**config.mk**
```make
export PLATFORM = sky130hd
export DESIGN_NAME = hpmc_top
export DESIGN_NICKNAME = d
export VERILOG_FILES = /design/src/shared/hpmc_pkg.sv /design/src/shared/hpmc_count_if.sv /design/src/verilog/hpmc_counter.sv /design/src/verilog/hpmc_top.sv
export SDC_FILE = /design/constraint.sdc
export NUM_CORES = 1
export LEC_CHECK = 0
export BUFFER_PORTS_ARGS = -buffer_cell sky130_fd_sc_hd__buf_2
export CAP_MARGIN = 30
export CORE_MARGIN = 5
export CORE_UTILIZATION = 56
export DETAILED_ROUTE_END_ITERATION = 8
export PLACE_DENSITY = 0.84
export SYNTH_ARGS = -nofsm -noshare
export SYNTH_HDL_FRONTEND = slang
export SYNTH_HIERARCHICAL = 1
export SYNTH_SLANG_ARGS = --single-unit
```
**constraint.sdc**
```tcl
create_clock -name clock -period 7.65 [get_ports clock]
set_clock_uncertainty 0.15 [all_clocks]
set_input_delay 0.765 -clock clock [delete_from_list [all_inputs] [get_ports clock]]
set_output_delay 0.765 -clock clock [all_outputs]
set_load 0.005 [all_outputs]
```
**src/shared/hpmc_pkg.sv**
```systemverilog
// package: csr addresses, field positions, reset values and types of the performance counters
package hpmc_pkg;
  // ----------------------------------------------------------------
  // widths
  // ----------------------------------------------------------------
  localparam int COUNT_WIDTH  = 64;
  localparam int HALF_WIDTH   = 32;
  localparam int EVENT_COUNT  = 16;
  localparam int EVENT_MAX    = 29;
  localparam int EVENT_FIRST  = 3;
  // ----------------------------------------------------------------
  // csr addresses
  // ----------------------------------------------------------------
  localparam logic [11:0] ADDR_COUNTER_INHIBIT = 12'h320;
  localparam logic [11:0] ADDR_EVENT_SELECT    = 12'h320; // plus index 3..31
  localparam logic [11:0] ADDR_CYCLE_LOW       = 12'hb00;
  localparam logic [11:0] ADDR_RETIRED_LOW     = 12'hb02;
  localparam logic [11:0] ADDR_EVENT_LOW       = 12'hb00; // plus index
  localparam logic [11:0] ADDR_CYCLE_HIGH      = 12'hb80;
  localparam logic [11:0] ADDR_RETIRED_HIGH    = 12'hb82;
  localparam logic [11:0] ADDR_EVENT_HIGH      = 12'hb80; // plus index
  localparam logic [11:0] ADDR_USER_LOW        = 12'hc00;
  localparam logic [11:0] ADDR_USER_HIGH       = 12'hc80;
  // ----------------------------------------------------------------
  // field positions and reset values
  // ----------------------------------------------------------------
  localparam int INHIBIT_CYCLE_BIT   = 0;
  localparam int INHIBIT_RETIRED_BIT = 2;
  localparam int SEL_CYCLES          = 0;
  localparam int SEL_RETIRED         = 1;
  localparam logic [31:0] INHIBIT_RESET = 32'hffff_ffff;
  localparam logic [63:0] COUNT_RESET   = 64'h0;
  localparam logic [15:0] SELECT_RESET  = 16'h0;
  // ----------------------------------------------------------------
  // csr operation codes
  // ----------------------------------------------------------------
  typedef enum logic [1:0] {
    HPMC_OP_WRITE = 2'h1,
    HPMC_OP_SET   = 2'h2,
    HPMC_OP_CLEAR = 2'h3
  } hpmc_op_type;
endpackage

```
**src/shared/hpmc_count_if.sv**
```systemverilog
// interface: shared control between the csr front end and one counter slot
`timescale 1ns/100ps
`default_nettype none
interface hpmc_count_if;
  logic        write_low;  // load lower half
  logic        write_high; // load upper half
  logic [31:0] write_data; // value for the half
  logic        enable;     // count this cycle
  logic [63:0] value;      // current count
  modport front (output write_low, output write_high, output write_data, output enable,
                 input value);
  modport slot  (input write_low, input write_high, input write_data, input enable,
                 output value);
endinterface
`default_nettype wire

```
**src/verilog/hpmc_counter.sv**
```systemverilog
// one 64-bit counter with independent half loads
`timescale 1ns/100ps
`default_nettype none
module hpmc_counter (
  input  wire logic   clock,
  input  wire logic   rst_n,
  hpmc_count_if.slot  port
);
  import hpmc_pkg::*;
  logic [63:0] count;
  wire  [63:0] next_count;
  // ----------------------------------------------------------------
  // increment with carry into the upper half, half loads
  // ----------------------------------------------------------------
  wire [63:0] incremented = count + 64'h1;
  assign next_count = port.write_low  ? {count[63:32], port.write_data} :
                      port.write_high ? {port.write_data, count[31:0]}  :
                      port.enable     ? incremented : count;
  // storage on the gated core clock
  always_ff @(posedge clock or negedge rst_n) begin
    if (!rst_n) begin
      count <= COUNT_RESET;
    end else begin
      count <= next_count;
    end
  end
  assign port.value = count;
endmodule // hpmc_counter
`default_nettype wire

```
**src/verilog/hpmc_top.sv**
```systemverilog
// top of the hardware performance counters: csr decode, selectors, inhibit, counter slots
`timescale 1ns/100ps
`default_nettype none
// How it works
// - cycle, retired and event counters are all 64 bits wide.
// - event counter quantity is a parameter, 0 to 29, default 1.
// - event counters use indices 3 to 31, each with same-index selector.
// - cycle and retired counters exist whatever the parameter says.
// - any unimplemented counter index reads zero.
// - every counter runs on the gated core clock, so sleep pauses it.
// - selector bits 0 to 10 pick cycles through compressed retirement events.
// - selector bits 11 to 15 pick stall and auxiliary unit events.
// - a set selector bit counts the event with that bit's id.
// - a zero selector makes its counter count nothing.
// - after reset every counter is inhibited and does not advance.
// - inhibit register at 0x320: bit 0 cycle, bit 2 retired, bit x event x.
// - lower 32 bits through base register, upper 32 through high register.
// - reading any counter register never changes it.
// - registers reached only by csr write and set/clear instructions.
// - each event counter adds 64 count, 16 selector, one inhibit bit.
module hpmc_top #(
  parameter int event_counter_quantity = 1
) (
  input  wire logic                clock,
  input  wire logic                rst_n,
  input  wire logic                csr_access,
  input  wire hpmc_pkg::hpmc_op_type csr_op,
  input  wire logic [11:0]         csr_addr,
  input  wire logic [31:0]         csr_wdata,
  output logic [31:0]              csr_rdata,
  output logic                     csr_hit,
  input  wire logic                retired_event,
  input  wire logic                load_use_hazard_event,
  input  wire logic                jump_register_hazard_event,
  input  wire logic                fetch_wait_event,
  input  wire logic                load_event,
  input  wire logic                store_event,
  input  wire logic                jump_event,
  input  wire logic                branch_event,
  input  wire logic                taken_branch_event,
  input  wire logic                compressed_retire_event,
  input  wire logic                pipe_stall_event,
  input  wire logic                aux_unit_type_conflict_event,
  input  wire logic                aux_unit_contention_event,
  input  wire logic                aux_unit_dependency_event,
  input  wire logic                aux_unit_writeback_event
);
  import hpmc_pkg::*;
  localparam int N = event_counter_quantity;
  localparam int SLOTS = N + 2;
  // ----------------------------------------------------------------
  // event vector, bit position is event id
  // ----------------------------------------------------------------
  wire [EVENT_COUNT-1:0] events = {
    aux_unit_writeback_event, aux_unit_dependency_event, aux_unit_contention_event,
    aux_unit_type_conflict_event, pipe_stall_event, compressed_retire_event,
    taken_branch_event, branch_event, jump_event, store_event, load_event,
    fetch_wait_event, jump_register_hazard_event, load_use_hazard_event,
    retired_event, 1'b1};
  // ----------------------------------------------------------------
  // inhibit register, one bit per implemented counter
  // ----------------------------------------------------------------
  logic [31:0] counter_inhibit;
  wire  [31:0] inhibit_mask;
  wire  [31:0] next_inhibit;
  // ----------------------------------------------------------------
  // csr decode
  // ----------------------------------------------------------------
  wire        is_inhibit   = csr_addr == ADDR_COUNTER_INHIBIT;
  wire [11:0] sel_offset   = csr_addr - ADDR_EVENT_SELECT;
  wire [11:0] low_offset   = csr_addr - ADDR_EVENT_LOW;
  wire [11:0] high_offset  = csr_addr - ADDR_EVENT_HIGH;
  wire [11:0] ulow_offset  = csr_addr - ADDR_USER_LOW;
  wire [11:0] uhigh_offset = csr_addr - ADDR_USER_HIGH;
  wire        in_select    = sel_offset  >= 12'h3 && sel_offset <= 12'h1f;
  wire        in_low       = low_offset  <= 12'h1f && low_offset != 12'h1;
  wire        in_high      = high_offset <= 12'h1f && high_offset != 12'h1;
  wire        in_ulow      = ulow_offset <= 12'h1f && ulow_offset != 12'h1;
  wire        in_uhigh     = uhigh_offset <= 12'h1f && uhigh_offset != 12'h1;
  wire [4:0]  index        = in_select ? sel_offset[4:0] : in_low ? low_offset[4:0] :
                             in_high ? high_offset[4:0] : in_ulow ? ulow_offset[4:0] :
                             uhigh_offset[4:0];
  wire        read_high    = in_high || in_uhigh;
  wire        writable     = csr_access && (is_inhibit || in_select || in_low || in_high);
  // ----------------------------------------------------------------
  // read-modify-write value for set and clear forms
  // ----------------------------------------------------------------
  logic [31:0] old_value;
  wire  [31:0] new_value = (csr_op == HPMC_OP_SET)   ? (old_value | csr_wdata) :
                           (csr_op == HPMC_OP_CLEAR) ? (old_value & ~csr_wdata) :
                           csr_wdata;
  // ----------------------------------------------------------------
  // per-slot storage: slot 0 cycle, slot 1 retired, slot 2+k event 3+k
  // ----------------------------------------------------------------
  wire [63:0] slot_value  [SLOTS];
  wire [4:0]  slot_index  [SLOTS];
  wire [SLOTS-1:0] slot_hit;
  wire [15:0] select_value [SLOTS];
  assign slot_index[0] = 5'h0;
  assign slot_index[1] = 5'h2;
  assign select_value[0] = 16'h0;
  assign select_value[1] = 16'h0;
  genvar g;
  generate
    for (g = 0; g < SLOTS; g++) begin : g_slot
      hpmc_count_if link ();
      wire hit = index == slot_index[g];
      wire event_on;
      if (g >= 2) begin : g_event
        logic [15:0] event_select;
        assign slot_index[g] = 5'(g + 1);
        assign select_value[g] = event_select;
        // selector write, bit 15 kept as the top of the 16 events
        always_ff @(posedge clock or negedge rst_n) begin
          if (!rst_n) begin
            event_select <= SELECT_RESET;
          end else if (writable && in_select && hit) begin
            event_select <= new_value[15:0];
          end
        end
        assign event_on = |(event_select & events);
      end else if (g == 0) begin : g_cycle
        assign event_on = events[SEL_CYCLES];
      end else begin : g_retired
        assign event_on = events[SEL_RETIRED];
      end
      assign slot_hit[g]     = hit;
      assign link.enable     = event_on && !counter_inhibit[slot_index[g]];
      assign link.write_low  = writable && in_low && hit;
      assign link.write_high = writable && in_high && hit;
      assign link.write_data = new_value;
      assign slot_value[g]   = link.value;
      hpmc_counter u_counter (
        .clock (clock),
        .rst_n (rst_n),
        .port  (link)
      );
    end
  endgenerate
  // ----------------------------------------------------------------
  // implemented inhibit bits; others stay zero on read
  // ----------------------------------------------------------------
  generate
    for (g = 0; g < 32; g++) begin : g_mask
      if (g == INHIBIT_CYCLE_BIT || g == INHIBIT_RETIRED_BIT ||
          (g >= EVENT_FIRST && g < EVENT_FIRST + N)) begin : g_on
        assign inhibit_mask[g] = 1'b1;
      end else begin : g_off
        assign inhibit_mask[g] = 1'b0;
      end
    end
  endgenerate
  assign next_inhibit = (writable && is_inhibit) ? (new_value & inhibit_mask) :
                        counter_inhibit;
  // inhibit register, all counters stopped after reset
  always_ff @(posedge clock or negedge rst_n) begin
    if (!rst_n) begin
      counter_inhibit <= INHIBIT_RESET;
    end else begin
      counter_inhibit <= next_inhibit | ~inhibit_mask;
    end
  end
  // ----------------------------------------------------------------
  // read mux, unimplemented indices give zero
  // ----------------------------------------------------------------
  always_comb begin
    old_value = 32'h0;
    if (is_inhibit) begin
      old_value = counter_inhibit & inhibit_mask;
    end
    for (int s = 0; s < SLOTS; s++) begin
      if (slot_hit[s] && in_select) begin
        old_value = {16'h0, select_value[s]};
      end else if (slot_hit[s] && (in_low || in_high || in_ulow || in_uhigh)) begin
        old_value = read_high ? slot_value[s][63:32] : slot_value[s][31:0];
      end
    end
  end
  assign csr_hit   = csr_access && (is_inhibit || in_select || in_low || in_high ||
                                    in_ulow || in_uhigh);
  assign csr_rdata = old_value;
endmodule // hpmc_top
`default_nettype wire

```
Yosys cells after proc, flatten, opt, wreduce, memory -nomap -nowiden
Cells that the tools add are included.
{"block": "totals", "reg_bits": 211, "input_bits": 64, "wordCells": 117, "output_inout_bits": 33}
{"block": "op_classes", "eq_ne": 14, "n_reduce_logical": 49, "bitwise": 7, "n_mux": 25, "order_cmp": 6, "add_sub_neg": 8}
{"operator": "2-to-1 mux 32 bit", "n": 14}
{"operator": "2-to-1 mux 64 bit", "n": 6}
{"operator": "adder 64 x 1 -> 64 bit (second input constant)", "n": 3}
{"operator": "<= comparator 12 x 5 -> 1 bit (second input constant)", "n": 5}
{"operator": "!= test 12 x 1 -> 1 bit (second input constant)", "n": 4}
{"operator": "subtractor 12 bit (second input constant)", "n": 4}
{"operator": "AND 32 bit", "n": 1}
{"operator": "inverter 32 bit", "n": 1}
{"operator": "bitwise OR 32 bit", "n": 1}
{"operator": "logical AND 1 bit", "n": 26}
{"operator": "2-to-1 mux 5 bit", "n": 4}
{"operator": "AND 16 bit", "n": 1}
{"operator": "OR reduction 16 bit", "n": 1}
{"operator": "== test 12 x 10 -> 1 bit (second input constant)", "n": 1}
{"operator": "greater-or-equal comparator 12 x 2 -> 1 bit (second input constant)", "n": 1}
{"operator": "AND reduction 2 bit", "n": 6}
{"operator": "subtractor 12 x 10 -> 12 bit (second input constant)", "n": 1}
{"operator": "== test 5 x 2 -> 1 bit (second input constant)", "n": 2}
{"operator": "!= test 2 x 1 -> 1 bit (second input constant)", "n": 5}
{"operator": "logical OR 1 bit", "n": 9}
{"operator": "nonzero test 2 bit", "n": 4}
{"operator": "zero test 5 bit", "n": 1}
{"operator": "== test 2 bit (second input constant)", "n": 2}
{"operator": "2-to-1 mux 4 bit", "n": 1}
{"operator": "other kinds (2)", "n": 5}

Depth between registers and ports, before layout
{"block": "depth", "ltp_word": 20, "mapped_depth": 16, "mapped_depth_nobuf": 13}

Hierarchy
The synthesis kept the hierarchy.
{"module": "hpmc_counter", "cells_per_inst": 556, "area_each_um2": 4519.3, "instances": 3, "seq_area_each_um2": 1601.5}
{"module": "hpmc_top", "cells_per_inst": 497, "area_each_um2": 3669.8, "instances": 1, "seq_area_each_um2": 479.2}

Worst setup path before layout
OpenSTA, ideal clock, no wires.
{"block": "synth_timing", "kind": "input -> register", "start": "input csr_addr[8]", "end": "register g_slot[0].u_counter.count[63]", "cell_stages": 14, "setup_slack_ns": 3.890, "path_buffers": 3, "required_ns": 7.431, "setup_time_ns": 0.069, "arrival_ns": 3.541, "cell_sequence": "buf_4 -> inv_1 -> ha_1 -> nand2b_1 -> o32a_1 -> a21o_1 -> buf_4 -> buf_4 -> mux2i_1 -> o22a_1 -> a21oi_1 -> o22ai_1 -> or4_1 -> nand3_1"}
{"block": "synth_via", "elab_chain_len": 19, "elab_cells_between_ends": 63, "cone_classes": "add/sub (5); order compare (6); eq/ne (8); mux (16); bitwise (3); reduce/logical (25)"}
{"item": "start: declaration", "line": "hpmc_top.sv:28", "text": "input wire logic [11:0] csr_addr,"}
{"item": "subtractor 12 bit", "line": "hpmc_top.sv:73", "text": "wire [11:0] ulow_offset = csr_addr - ADDR_USER_LOW;"}
{"item": "<= comparator 12 x 5 -> 1 bit or != test 12 x 1 -> 1 bit (tied branches)", "line": "hpmc_top.sv:78", "text": "wire in_ulow = ulow_offset <= 12'h1f && ulow_offset != 12'h1;"}
{"item": "logical AND 1 bit", "line": "hpmc_top.sv:78"}
{"item": "2-to-1 mux 5 bit (2 in a row)", "line": "hpmc_top.sv:81", "text": "in_high ? high_offset[4:0] : in_ulow ? ulow_offset[4:0] :"}
{"item": "2-to-1 mux 5 bit (2 in a row)", "line": "hpmc_top.sv:80", "text": "wire [4:0] index = in_select ? sel_offset[4:0] : in_low ? low_offset[4:0] :"}
{"item": "zero test 5 bit", "line": "hpmc_top.sv:107", "text": "wire hit = index == slot_index[g];"}
{"item": "logical AND 1 bit", "line": "hpmc_top.sv:174", "text": "end else if (slot_hit[s] && (in_low || in_high || in_ulow || in_uhigh)) begin"}
{"item": "2-to-1 mux 32 bit", "line": "hpmc_top.sv:174"}
{"item": "[2 not listed]"}
{"item": "2-to-1 mux 32 bit", "line": "hpmc_top.sv:172", "text": "if (slot_hit[s] && in_select) begin"}
{"item": "2-to-1 mux 32 bit", "line": "hpmc_top.sv:174"}
{"item": "2-to-1 mux 32 bit (*)", "line": "hpmc_top.sv:172"}
{"item": "AND 32 bit", "line": "hpmc_top.sv:90", "text": "(csr_op == HPMC_OP_CLEAR) ? (old_value & ~csr_wdata) :"}
{"item": "2-to-1 mux 32 bit", "line": "hpmc_top.sv:90"}
{"item": "2-to-1 mux 32 bit (*)", "line": "hpmc_top.sv:89", "text": "wire [31:0] new_value = (csr_op == HPMC_OP_SET) ? (old_value | csr_wdata) :"}
{"item": "net g_slot[0].link.write_data[31]", "line": "hpmc_count_if.sv:7", "text": "logic [31:0] write_data;"}
{"item": "2-to-1 mux 64 bit (*)", "line": "hpmc_counter.sv:17", "text": "port.write_high ? {port.write_data, count[31:0]} :"}
{"item": "end signal: assignment", "line": "hpmc_counter.sv:24", "text": "count <= next_count;"}
{"item": "end: declaration", "line": "hpmc_counter.sv:10", "text": "logic [63:0] count;"}
Mark *: on every way through the listed nets, which the timed path passes. The rest lies on a longest branch. The select of a mux whose other input is x is not followed.
A chain may end at the register's enable or synchronous reset.

Worst setup path after layout
{"block": "layout_timing", "start": "input csr_addr[7]", "end": "output csr_rdata[30]"}
{"block": "layout_via", "elab_chain_len": 15, "elab_cells_between_ends": 46, "cone_classes": "add/sub (5); order compare (6); eq/ne (6); mux (13); reduce/logical (16)"}
{"item": "subtractor 12 bit", "line": "hpmc_top.sv:73"}
{"item": "<= comparator 12 x 5 -> 1 bit or != test 12 x 1 -> 1 bit (tied branches)", "line": "hpmc_top.sv:78"}
{"item": "logical AND 1 bit", "line": "hpmc_top.sv:78"}
{"item": "2-to-1 mux 5 bit (2 in a row)", "line": "hpmc_top.sv:81"}
{"item": "2-to-1 mux 5 bit (2 in a row)", "line": "hpmc_top.sv:80"}
{"item": "zero test 5 bit", "line": "hpmc_top.sv:107"}
{"item": "logical AND 1 bit", "line": "hpmc_top.sv:174"}
{"item": "2-to-1 mux 32 bit", "line": "hpmc_top.sv:174"}
{"item": "2-to-1 mux 32 bit", "line": "hpmc_top.sv:172"}
{"item": "2-to-1 mux 32 bit", "line": "hpmc_top.sv:174"}
{"item": "2-to-1 mux 32 bit", "line": "hpmc_top.sv:172"}
{"item": "2-to-1 mux 32 bit", "line": "hpmc_top.sv:174"}
{"item": "2-to-1 mux 32 bit (*)", "line": "hpmc_top.sv:172"}
{"item": "end: declaration", "line": "hpmc_top.sv:30", "text": "output logic [31:0] csr_rdata,"}
Every way passes the cells marked *; elsewhere a longest branch is shown, timed or not.

==> results.sh <==
export IMPL_postRouteAntennaNets=0
export IMPL_placed_cells=2543
export IMPL_gp_congestion=1.07
export IMPL_cts_tree="built"
export IMPL_p_clk_share_pct=45.2
export IMPL_cts_buffers_inserted=27
export IMPL_max_slew_margin_pct=21.8
export IMPL_maxCapViolations=0
export IMPL_cts_htree_levels=1
export IMPL_reg2reg_depth=6
export IMPL_grt_remaining_overflow=0
export IMPL_drt_first_pass_iters=9
export IMPL_drv_slew=0
export IMPL_power_density_mw_per_mm2=143
export IMPL_initial_core_util_pct=56.5
export IMPL_fp_dieH_um=185
export IMPL_num_vias=19500
export IMPL_syn_nets=2237
export IMPL_mostFrequentLayoutCells="285 x nand2_1, 208 x dfrtp_1, 146 x nand4_1"
export IMPL_tightestPinTransition_ns=1.17
export IMPL_crit_path_cell_trace="buf_2, inv_1, ha_1, nand2b_1, o32a_1, a21o_2, buf_12, buf_4, mux2_1, a221oi_2, a21oi_1, buf_2"
export IMPL_ys_ff_latch=211
export IMPL_cp_depth=12
export IMPL_rows=64
export IMPL_syn_cell_area_mm2=0.0172
export IMPL_layout_setup_ws_ns=3.07
export IMPL_hpwl_um=52900
export IMPL_required_ns=6.73
export IMPL_finalHoldViolations=0
export IMPL_grt_pass1_vias=18100
export IMPL_ys_warn_count=6
export IMPL_fin_crit_ns=4.58
export IMPL_cts_hold_buf=0
export IMPL_max_stage_delay_ns=0.45
export IMPL_final_nets=2249
export IMPL_clk_pin_slew_ns=0.06
export IMPL_drt_iter0_markers=3320
export IMPL_endpoint="csr_rdata[30]"
export IMPL_worstSetupStartpointType="primary input"
export IMPL_path_class="primary input to output port"
export IMPL_cp_arrival_ns=3.67
export IMPL_synthToLayoutAreaGrowth_pct=9.50
export IMPL_grt_usage_pct=41.7
export IMPL_portBuffers=96
export IMPL_chipWidth_um=185
export IMPL_antenna_found_initial=1
export IMPL_async_flop_share_pct=100
export IMPL_intPower_uw=1930
export IMPL_nFillCells=2691
export IMPL_cts_setup_buffers=0
export IMPL_timing_final_crit_share_pct=59.9
export IMPL_cts_path_max_buffers=3
export IMPL_crit_fanout=33
export IMPL_synth_area_per_cell_um2=7.96
export IMPL_synth_edf_count=0
export IMPL_r2r_end="g_slot[1].u_counter/port.value[29]"
export IMPL_routedWlPerCell_um=28.4
export IMPL_layout_commonest_cell="nand2_1"
export IMPL_seqPwrFrac_pct=44.8
export IMPL_combPwrFrac_pct=9.9
export IMPL_drc=0
export IMPL_grt_max_degree=78
export IMPL_status="complete, no violations"
export IMPL_p_leak_uw=0.00742
export IMPL_rsz0062_at_grt="false"
export IMPL_synthFlopType="dfrtp_1"
export IMPL_reg2reg_setup_slack_ns=4.17
export IMPL_preCtsSetupSlack_ns=2.88
export IMPL_cts_root_buf="clkbuf_16"
export IMPL_vias_per_cell=7.51
export IMPL_io_pins=97
export IMPL_crit_path_end_kind="output port"
export IMPL_p_sw_share_pct=28.5
export IMPL_ctsResizeCount=0
export IMPL_setup_tns_ns=0
export IMPL_core_area_mm2=0.0305
export IMPL_rr_startpoint="counter_inhibit[2]"
export IMPL_synthCells=2165
export IMPL_cts_sinks=211
export IMPL_max_freq_ghz=0.218
export IMPL_vdd_ir_drop_worst_uv=206
export IMPL_hp_class="primary input to async pin"
export IMPL_insertion_delay_ns=0.56
export IMPL_setup_viol=0
export IMPL_grt_pass1_wl_um=111000
export IMPL_cp_num_buf_inv=5
export IMPL_dieArea_mm2=0.0344
export IMPL_ys_seq_area_share_pct=30.7
export IMPL_path_common_cell="buf_2"
export IMPL_fin_cells=2593
export IMPL_drive_gt1_share_pct=13.1
export IMPL_netlist_cell_type_count=86
export IMPL_switchingPower_uw=766
export IMPL_routed_wl_um=73700
export IMPL_cpLargestDelayFamily="compound AO/OA/AOI/OAI gates"
export IMPL_crit_path_top_delay_cell="mux2_1"
export IMPL_startpoint="csr_addr[7]"
[metal layers]
metal,up-vias,track usage [%],share of wire [%]
met5,-,0,0.0095
met3,330,10.3,14
li1,8264,-,-
met2,1641,62.5,42
met4,2,22.0,6.8
met1,9242,55.8,37
[area by class of cell]
cell class / instances / area (um2) / share of cell area, %
clock buffer: 43 / 786 / 4.17
sequential: 211 / 5280 / 28.0
clock inverter: 4 / 23.8 / 0.126
inverter: 38 / 143 / 0.756
antenna: 2 / 5.00 / 0.0265
tap: 396 / 495 / 2.63
multi-input combinational: 1751 / 11200 / 59.2
timing repair buffer: 148 / 957 / 5.07
[power by group through the flow]
stage	Clock (uW)	Combinational (uW)	Sequential (uW)
finish	1220	267	1210
floorplan	0	127	1200
detailed placement	0	255	1220
CTS	1220	256	1200
global placement	0	243	1220
global route	1260	281	1210
[how the worst min path moves through the flow]
stage	startpoint	endpoint	slack, ns
floorplan	rst_n	g_slot[0].u_counter/port.value[0]	0.32
global placement	g_slot[2].g_event.event_select[0]	g_slot[2].g_event.event_select[0]	0.37
detailed placement	g_slot[2].g_event.event_select[2]	g_slot[2].g_event.event_select[2]	0.38
CTS	rst_n	g_slot[2].g_event.event_select[3]	0.06
global route	rst_n	g_slot[2].g_event.event_select[3]	0.08
finish	rst_n	g_slot[2].g_event.event_select[3]	0.02
[registers in the layout, indices dropped and copies added (netlist names)]
signal / count
g_slot.g_event.event_select: 16
g_slot.u_counter/port.value: 192
counter_inhibit: 3
[synthesized netlist by cell type (all sizes together) (7+ instances only)]
| master | instances | area [um2] |
|---|---|---|
| and3 | 57 | 357 |
| nor3 | 47 | 235 |
| or4b | 7 | 70.1 |
| and2 | 14 | 87.6 |
| buf | 51 | 282 |
| nand2b | 13 | 88.8 |
| ha | 8 | 100 |
| o22ai | 61 | 382 |
| dfrtp | 208 | 5200 |
| o21ai | 116 | 581 |
| o221ai | 8 | 70.1 |
| o221a | 7 | 78.8 |
| a2111oi | 7 | 118 |
| nor2 | 129 | 487 |
| nor2b | 17 | 106 |
| o41ai | 7 | 68.8 |
| a22o | 24 | 219 |
| and4 | 34 | 298 |
| clkbuf | 114 | 432 |
| a222oi | 9 | 90.1 |
| o22a | 15 | 131 |
| or3 | 8 | 55.1 |
| nor4 | 61 | 388 |
| xnor2 | 37 | 324 |
| inv | 37 | 139 |
| mux2 | 26 | 293 |
| or4 | 49 | 379 |
| o31ai | 30 | 255 |
| or2 | 29 | 181 |
| nand4 | 146 | 913 |
| nand2 | 285 | 1070 |
| nand3 | 107 | 556 |
| a22oi | 48 | 360 |
| a211oi | 11 | 100 |
| o311ai | 10 | 87.6 |
| mux2i | 90 | 901 |
| a31oi | 10 | 62.6 |
| xor2 | 50 | 438 |
| a21oi | 108 | 552 |
[cell families (layout without fill, tap and decap cells)]
group / after synthesis / in the layout / share of synthesized area, %
DFF: 211 / 211 / 30.7
and+or+nand+nor: 1027 / 1027 / 31.9
AOI/OAI and AO/OA: 513 / 513 / 20.5
muxes: 116 / 116 / 6.93
adders and majority gates: 8 / 8 / 0.581
xor gates and xnor gates: 87 / 87 / 4.42
other: 0 / 2 / 0
buffers and inverters: 203 / 233 / 4.97
[metrics by stage]
step / area [um2] / hold slack [ns] / total power (uW) / util (%)
floorplan: 17200 / 0.319 / 1330 / -
global placement: 17900 / 0.367 / 1460 / 58.6
detailed placement: 18000 / 0.376 / 1480 / 59.1
CTS: 18800 / 0.0642 / 2680 / 61.8
global route: 18900 / 0.0841 / 2760 / 61.8
finish: 18900 / 0.0166 / 2690 / 61.8
Power figures use the tool's default switching activity.
